==> config.mk <==
export PLATFORM = sky130hd
export DESIGN_NAME = pcl_config_lock
export DESIGN_NICKNAME = d
export VERILOG_FILES = /design/src/pcl_pkg.sv /design/src/pcl_lock.sv /design/src/pcl_write_post.sv /design/src/pcl_config_lock.sv
export SDC_FILE = /design/constraint.sdc
export NUM_CORES = 1
export LEC_CHECK = 0
export BUFFER_PORTS_ARGS = -buffer_cell sky130_fd_sc_hd__buf_2
export CAP_MARGIN = 25
export CORE_MARGIN = 2
export CORE_UTILIZATION = 35
export DETAILED_ROUTE_END_ITERATION = 6
export PLACE_DENSITY = 0.53
export SYNTH_ARGS = -nofsm -noshare
export SYNTH_HDL_FRONTEND = slang
export SYNTH_HIERARCHICAL = 1
export SYNTH_SLANG_ARGS = --single-unit
export TNS_END_PERCENT = 5
==> constraint.sdc <==
create_clock -name i_clk_sys -period 2.3 [get_ports i_clk_sys]
set_input_delay 0 -clock i_clk_sys [delete_from_list [all_inputs] [get_ports i_clk_sys]]
set_output_delay 0 -clock i_clk_sys [all_outputs]
set_load 0.01 [all_outputs]
==> src/pcl_pkg.sv <==
package pcl_pkg;

    localparam int          PCL_DATA_W       = 32;

    // byte addresses on the configuration bus
    localparam logic [31:0] PCL_SELECT_ADDR  = 32'h01B3_F000;
    localparam logic [31:0] PCL_LOCK_ADDR    = 32'h01B3_F018;

    // peripheral_select field positions
    localparam int          PCL_AUDIO_BIT    = 0;
    localparam int          PCL_SERIAL0_BIT  = 1;
    localparam int          PCL_SERIAL1_BIT  = 2;
    localparam int          PCL_I2C_BIT      = 3;
    localparam int          PCL_VIDEO0_BIT   = 4;
    localparam int          PCL_VIDEO1_BIT   = 5;

    localparam logic [31:0] PCL_SELECT_RESET = 32'h0000_0006;
    localparam logic [31:0] PCL_SELECT_WMASK = 32'h0000_007F;

    // peripheral_lock
    localparam int          PCL_LOCK_BIT     = 0;
    localparam logic [31:0] PCL_LOCK_KEY     = 32'h10C0_010C;

    // cycles from an accepted select write to the register update
    localparam int          PCL_POST_LATENCY = 2;

    typedef enum logic {
        PCL_ST_LOCKED,
        PCL_ST_UNLOCKED
    } pcl_lock_state_t;

endpackage : pcl_pkg

==> src/pcl_lock.sv <==
`timescale 1ns/100ps
module pcl_lock (
    input  wire logic        i_clk_sys,
    input  wire logic        i_sys_rst,
    input  wire logic        i_key_write,
    input  wire logic [31:0] i_key_data,
    input  wire logic        i_relock,
    output logic             o_lock_status
);
    import pcl_pkg::*;

    pcl_lock_state_t state;
    pcl_lock_state_t next_state;

    always_comb begin
        next_state = state;
        // relock wins so an accepted select write can never leave it open
        if (i_relock) begin
            next_state = PCL_ST_LOCKED;
        end else if (i_key_write && (i_key_data == PCL_LOCK_KEY)) begin
            next_state = PCL_ST_UNLOCKED;
        end
    end

    always_ff @(posedge i_clk_sys or posedge i_sys_rst) begin
        if (i_sys_rst) begin
            state <= PCL_ST_LOCKED;
        end else begin
            state <= next_state;
        end
    end

    assign o_lock_status = (state == PCL_ST_LOCKED);

endmodule : pcl_lock

==> src/pcl_write_post.sv <==
`timescale 1ns/100ps
module pcl_write_post #(
    parameter int LATENCY = pcl_pkg::PCL_POST_LATENCY
) (
    input  wire logic        i_clk_sys,
    input  wire logic        i_sys_rst,
    input  wire logic        i_wr_valid,
    input  wire logic [31:0] i_wr_data,
    output logic             o_busy,
    output logic             o_apply,
    output logic [31:0]      o_apply_data
);
    import pcl_pkg::*;

    localparam int CW = $clog2(LATENCY + 1);

    if (LATENCY < 1 || LATENCY > 255) begin : g_bad_latency
        $error("pcl_write_post: LATENCY must be 1..255");
    end

    logic [CW-1:0] count;
    logic [CW-1:0] next_count;
    logic [31:0]   data;
    logic [31:0]   next_data;

    always_comb begin
        next_count = count;
        next_data  = data;
        // only one write in flight; the bus stalls further select accesses
        if (i_wr_valid && (count == '0)) begin
            next_count = CW'(LATENCY);
            next_data  = i_wr_data;
        end else if (count != '0) begin
            next_count = count - CW'(1);
        end
    end

    always_ff @(posedge i_clk_sys or posedge i_sys_rst) begin
        if (i_sys_rst) begin
            count <= '0;
            data  <= 32'h0000_0000;
        end else begin
            count <= next_count;
            data  <= next_data;
        end
    end

    assign o_busy       = (count != '0);
    assign o_apply      = (count == CW'(1));
    assign o_apply_data = data;

endmodule : pcl_write_post

==> src/pcl_config_lock.sv <==
`timescale 1ns/100ps
module pcl_config_lock #(
    parameter int POST_DELAY = pcl_pkg::PCL_POST_LATENCY
) (
    input  wire logic        i_clk_sys,
    input  wire logic        i_sys_rst,
    input  wire logic        i_cfg_req,
    input  wire logic        i_cfg_we,
    input  wire logic [31:0] i_cfg_addr,
    input  wire logic [31:0] i_cfg_wdata,
    output logic             o_cfg_ready,
    output logic             o_cfg_rvalid,
    output logic [31:0]      o_cfg_rdata,
    output logic             o_audio_port_en,
    output logic             o_serial_port0_en,
    output logic             o_serial_port1_en,
    output logic             o_i2c_en,
    output logic             o_video_port0_en,
    output logic             o_video_port1_en,
    output logic             o_video_port0_lower_en,
    output logic             o_video_port1_lower_en,
    output logic             o_video_port0_upper_en,
    output logic             o_video_port1_upper_en
);
    import pcl_pkg::*;

    if (POST_DELAY < 1 || POST_DELAY > 255) begin : g_bad_delay
        $error("pcl_config_lock: POST_DELAY must be 1..255");
    end

    function automatic logic pcl_addr_hit(input logic [31:0] addr, input logic [31:0] target);
        return (addr == target);
    endfunction : pcl_addr_hit

    // pin steering; bit 0 (audio) at 0 is the audio-off mode that keeps video upper pins
    function automatic logic [9:0] pcl_pin_map(input logic [31:0] sel);
        logic [9:0] p;
        p    = '0;
        p[0] = sel[PCL_AUDIO_BIT];
        p[1] = sel[PCL_SERIAL0_BIT];
        p[2] = sel[PCL_SERIAL1_BIT];
        p[3] = sel[PCL_I2C_BIT];
        p[4] = sel[PCL_VIDEO0_BIT];
        p[5] = sel[PCL_VIDEO1_BIT];
        p[6] = sel[PCL_VIDEO0_BIT] && !sel[PCL_SERIAL0_BIT];
        p[7] = sel[PCL_VIDEO1_BIT] && !sel[PCL_SERIAL1_BIT];
        p[8] = sel[PCL_VIDEO0_BIT] && !sel[PCL_AUDIO_BIT];
        p[9] = sel[PCL_VIDEO1_BIT] && !sel[PCL_AUDIO_BIT];
        return p;
    endfunction : pcl_pin_map

    // pins leave reset already matching the reset select value, no glitch at release
    localparam logic [9:0] PINS_RESET = pcl_pin_map(PCL_SELECT_RESET);

    logic        hit_select;
    logic        hit_lock;
    logic        take;
    logic        select_write_ok;
    logic        key_write;
    logic        lock_status;
    logic        post_busy;
    logic        post_apply;
    logic [31:0] post_data;

    logic [31:0] select;
    logic [31:0] next_select;
    logic        next_rvalid;
    logic [31:0] next_rdata;
    logic [9:0]  pins;
    logic [9:0]  next_pins;

    assign hit_select = pcl_addr_hit(i_cfg_addr, PCL_SELECT_ADDR);
    assign hit_lock   = pcl_addr_hit(i_cfg_addr, PCL_LOCK_ADDR);

    // any select access waits while a posted write is still in flight
    assign o_cfg_ready     = !(i_cfg_req && hit_select && post_busy);
    assign take            = i_cfg_req && o_cfg_ready;
    assign select_write_ok = take && i_cfg_we && hit_select && !lock_status;
    assign key_write       = take && i_cfg_we && hit_lock;

    pcl_lock u_lock (
        .i_clk_sys     (i_clk_sys),
        .i_sys_rst     (i_sys_rst),
        .i_key_write   (key_write),
        .i_key_data    (i_cfg_wdata),
        .i_relock      (select_write_ok),
        .o_lock_status (lock_status)
    );

    // select writes are posted, matching the bus's decoupled write path
    pcl_write_post #(
        .LATENCY (POST_DELAY)
    ) u_post (
        .i_clk_sys    (i_clk_sys),
        .i_sys_rst    (i_sys_rst),
        .i_wr_valid   (select_write_ok),
        .i_wr_data    (i_cfg_wdata & PCL_SELECT_WMASK),
        .o_busy       (post_busy),
        .o_apply      (post_apply),
        .o_apply_data (post_data)
    );

    always_comb begin
        next_select = select;
        if (post_apply) begin
            next_select = post_data;
        end
    end

    always_comb begin
        next_rvalid = take && !i_cfg_we;
        next_rdata  = o_cfg_rdata;
        if (take && !i_cfg_we) begin
            if (hit_select) begin
                next_rdata = select;
            end else if (hit_lock) begin
                next_rdata = {31'h0000_0000, lock_status};
            end else begin
                next_rdata = 32'h0000_0000;
            end
        end
    end

    always_comb begin
        next_pins = pcl_pin_map(select);
    end

    always_ff @(posedge i_clk_sys or posedge i_sys_rst) begin
        if (i_sys_rst) begin
            select       <= PCL_SELECT_RESET;
            o_cfg_rvalid <= 1'b0;
            o_cfg_rdata  <= 32'h0000_0000;
            pins         <= PINS_RESET;
        end else begin
            select       <= next_select;
            o_cfg_rvalid <= next_rvalid;
            o_cfg_rdata  <= next_rdata;
            pins         <= next_pins;
        end
    end

    assign o_audio_port_en        = pins[0];
    assign o_serial_port0_en      = pins[1];
    assign o_serial_port1_en      = pins[2];
    assign o_i2c_en               = pins[3];
    assign o_video_port0_en       = pins[4];
    assign o_video_port1_en       = pins[5];
    assign o_video_port0_lower_en = pins[6];
    assign o_video_port1_lower_en = pins[7];
    assign o_video_port0_upper_en = pins[8];
    assign o_video_port1_upper_en = pins[9];

    // assertion helper: length of the current run of stalled accesses, saturating
    localparam int STALL_W = $clog2(POST_DELAY + 2);

    logic [STALL_W-1:0] stall_run;
    logic [STALL_W-1:0] next_stall_run;

    always_comb begin
        next_stall_run = '0;
        if (i_cfg_req && !o_cfg_ready && (stall_run != '1)) begin
            next_stall_run = stall_run + STALL_W'(1);
        end else if (i_cfg_req && !o_cfg_ready) begin
            next_stall_run = stall_run;
        end
    end

    always_ff @(posedge i_clk_sys or posedge i_sys_rst) begin
        if (i_sys_rst) begin
            stall_run <= '0;
        end else begin
            stall_run <= next_stall_run;
        end
    end
endmodule : pcl_config_lock

==> reports/results.ini <==
[finish]
drive_gt1_frac=0.5023
fillers=1137
fin_cells=614
n_antenna_cell=0
syn_to_final_growth_pct=29.89
nets=507

[timing]
hold_viol_final=0
clock.fmax_ghz=0.4694
slew_headroom=0.4873
finalClockSkew_ns=0.007990
slew_viol_final=0
setup_viol=0
holdWs_ns=0.06786
rsz0062_at_grt=no
fin_crit_ns=2.130
max_slew.worst_pin.slew_ns=0.7681
fin_crit_sh=0.9263
finalSetupTns_ns=0

[routing]
drtAntennaViolNets=0
vias_per_cell=4.461
num_vias=2739
wl_mm=8.827
drtIter0Drc=143
drc_errors=0
drt_pass1_iterations=4
wl_per_cell_um=14.38

[cts]
insertion_delay_ns=0.34
htreeDepth=3
cts_root_buf=clkbuf_16
tritoncts=built
post-cts-setup-buffer-count=0
cts_buffer_depth=2
clk_pin_slew_ns=0.07
cts_buffers=9
clock-sinks=110

[yosys]
synth_adder_area_share=0.005607
synth-simple-area-share=0.08270
synthMuxAreaShare=0.1912
synthMostInstantiatedCell=dfrtp_1
yosysTopAreaCell=dfrtp_1
async_reset_ff_frac=1.000
synth_compound_area_frac=0.07317
synthTopCellsByArea=dfrtp_1, mux2_4, mux2_2
synth_top_area_frac=0.5943
synth_top_family_by_area=multiplexers
ys_ff_latch=110
yosys_warnings=6
postSynthCellCount=276
synthTopCellsByCount=dfrtp_1, mux2_2, a22o_1
synth-seq-area-share=0.6179
syn_area_per_cell_um2=16.17
synth_xor_area_frac=0
synthesis.area_um2=4463
synth_edf_count=0
synth_cell_types=40
yosys_most_used_dff=dfrtp_1

[floorplan]
die_area_um2=13670
pin_count=112
core-area_um2=12520
start_util=0.3566
die_y_um=116.9
die_w_um=116.9
num_rows=41

[worst_setup_path]
path_class=in2reg
r2r_cells=8
cpLargestDelayFamily=buffers and inverters
worstPathArrival_ns=2.38
slowest_stage=dlygate4sd3_1
r2r-start=u_post/count[0]$_DFFE_PP0P_
reg2reg_to=u_post/o_apply_data[19]$_DFFE_PP0P_
critical_path.startpoint_type=primary input
worstPathMaxFanout=1
worstPathCellList=dlygate4sd3_1 -> buf_2 -> nor4b_2 -> dlygate4sd3_1 -> nand3_1 -> dlygate4sd3_1 -> o32ai_2
cp.buffers_inverters=4
cp.required_ns=2.55
critPathCaptureType=register
crit_path_max_incr_delay_ns=0.58
cpMostUsedCell=dlygate4sd3_1
rrSetupSlack_ns=0.21

[grt]
antenna_found_initial=0
grt_start_max_net_pins=41
grt_pass1_wl_mm=14.89
grt_pass1_vias=2849
grt_overflow=0
grt_usage=0.1427

[pwr]
leakagePower_nw=3.128
vdd_ir_drop_max_mv=0.4515
cellPowerDensity_nw_per_um2=610.5
finalPower_w=0.003539

[run_status]
status=finished, final reports clean

[placed_design]
gp_congestion=0.7739
dpl.hpwl_mm=6.163
dpl.cell_count=579
io_buffers=111

[min_path]
hold_path.class=in2async

[job]
maxCapViolCount=0

sequential cells by signal, indices dropped and copies added (netlist names):
name and flops:
o_cfg_rvalid 1, u_lock/state 1, pins 10, u_post/o_apply_data 32, o_cfg_rdata 32, u_post/count 2, select 32
worst max path at each step:
stage	slack, ns	end	cells after the start	start
after CTS	0.19	u_post/o_apply_data[19]$_DFFE_PP0P_	8	u_post/count[0]$_DFFE_PP0P_
after floorplan	0.40	o_cfg_rdata[0]$_DFFE_PP0P_	1	i_sys_rst
after global routing	0.01	u_post/o_apply_data[19]$_DFFE_PP0P_	8	u_post/count[0]$_DFFE_PP0P_
final	0.17	u_lock/state$_DFFE_PP0P_	7	i_cfg_wdata[29]
after global placement	0.28	u_post/o_apply_data[16]$_DFFE_PP0P_	8	u_post/count[0]$_DFFE_PP0P_
after detailed placement	0.21	u_post/o_apply_data[20]$_DFFE_PP0P_	8	u_post/count[0]$_DFFE_PP0P_
tightest hold or removal path, stage by stage:
cell           delay (ns)
dlygate4sd3_1        0.54
buf_2                0.14
inv_1                0.06
area by class of cell:
type	count	area, um^2	area share
Multi-Input combinational cell	169	1678	0.2894
Tap cell	172	215.2	0.03712
Sequential cell	110	2758	0.4757
Clock inverter	6	47.55	0.008202
Timing Repair Buffer	139	838.3	0.1446
Clock buffer	10	229.0	0.03950
Inverter	8	31.28	0.005396
cell families (layout without fill, tap and decap cells):
kind of cell / Yosys count / in the layout
flip-flops: 110 / 110
multiplexers: 66 / 66
AND/OR/NAND/NOR: 41 / 41
AO/OA/AOI/OAI: 35 / 35
buffers and inverters: 21 / 163
adder cells (fa/ha/maj): 2 / 2
other: 1 / 25
report_power, final:
group	internal (W)	total (W)	switching [W]	leakage, nW
clock	0.000741	0.00143	0.000693	0.121
combinational	0.0000772	0.000171	0.0000939	1.49
sequential	0.00193	0.00193	0.000000178	1.52
routing by layer:
| metal | up-vias | GRT usage | wire (um) |
|---|---|---|---|
| li1 | 1309 | - | - |
| met1 | 1372 | 0.1868 | 4062 |
| met2 | 49 | 0.2293 | 4277 |
| met3 | 9 | 0.04583 | 371 |
| met4 | 0 | 0.04078 | 114 |
| met5 | - | 0 | 0 |
layout by cell type (no fill, tap or decap), types with 2 or more instances in the layout:
master           n
buf_2          111
dfrtp_1        106
mux2_2          34
a22o_1          32
mux2_4          30
conb_1          25
dlygate4sd3_1   19
clkbuf_16        9
buf_4            7
nor2b_1          6
inv_1            6
nor2_1           4
nand2_1          4
clkinvlp_4       4
dfstp_2          4
nor4b_2          3
nor4_4           2
nor4_2           2
nor3_1           2
nand4_1          2
buf_12           2
nor4_1           2
mux2i_1          2
per-stage QoR:
stage	instance area [um^2]	utilization	worst slack [ns]
after floorplan	4553	-	0.3966
after global placement	5329	0.4257	0.2842
after detailed placement	5329	0.4257	0.2057
after CTS	5796	0.4630	0.1930
after global routing	5797	0.4631	0.01414
final	5797	0.4631	0.1696
repair_timing:
action	in CTS	in global routing
endpoints found under the setup margin	0	30
hold buffers	19	0
resized for setup	0	1
endpoints found under the hold margin	63	0
Power figures use the tool's default switching activity.
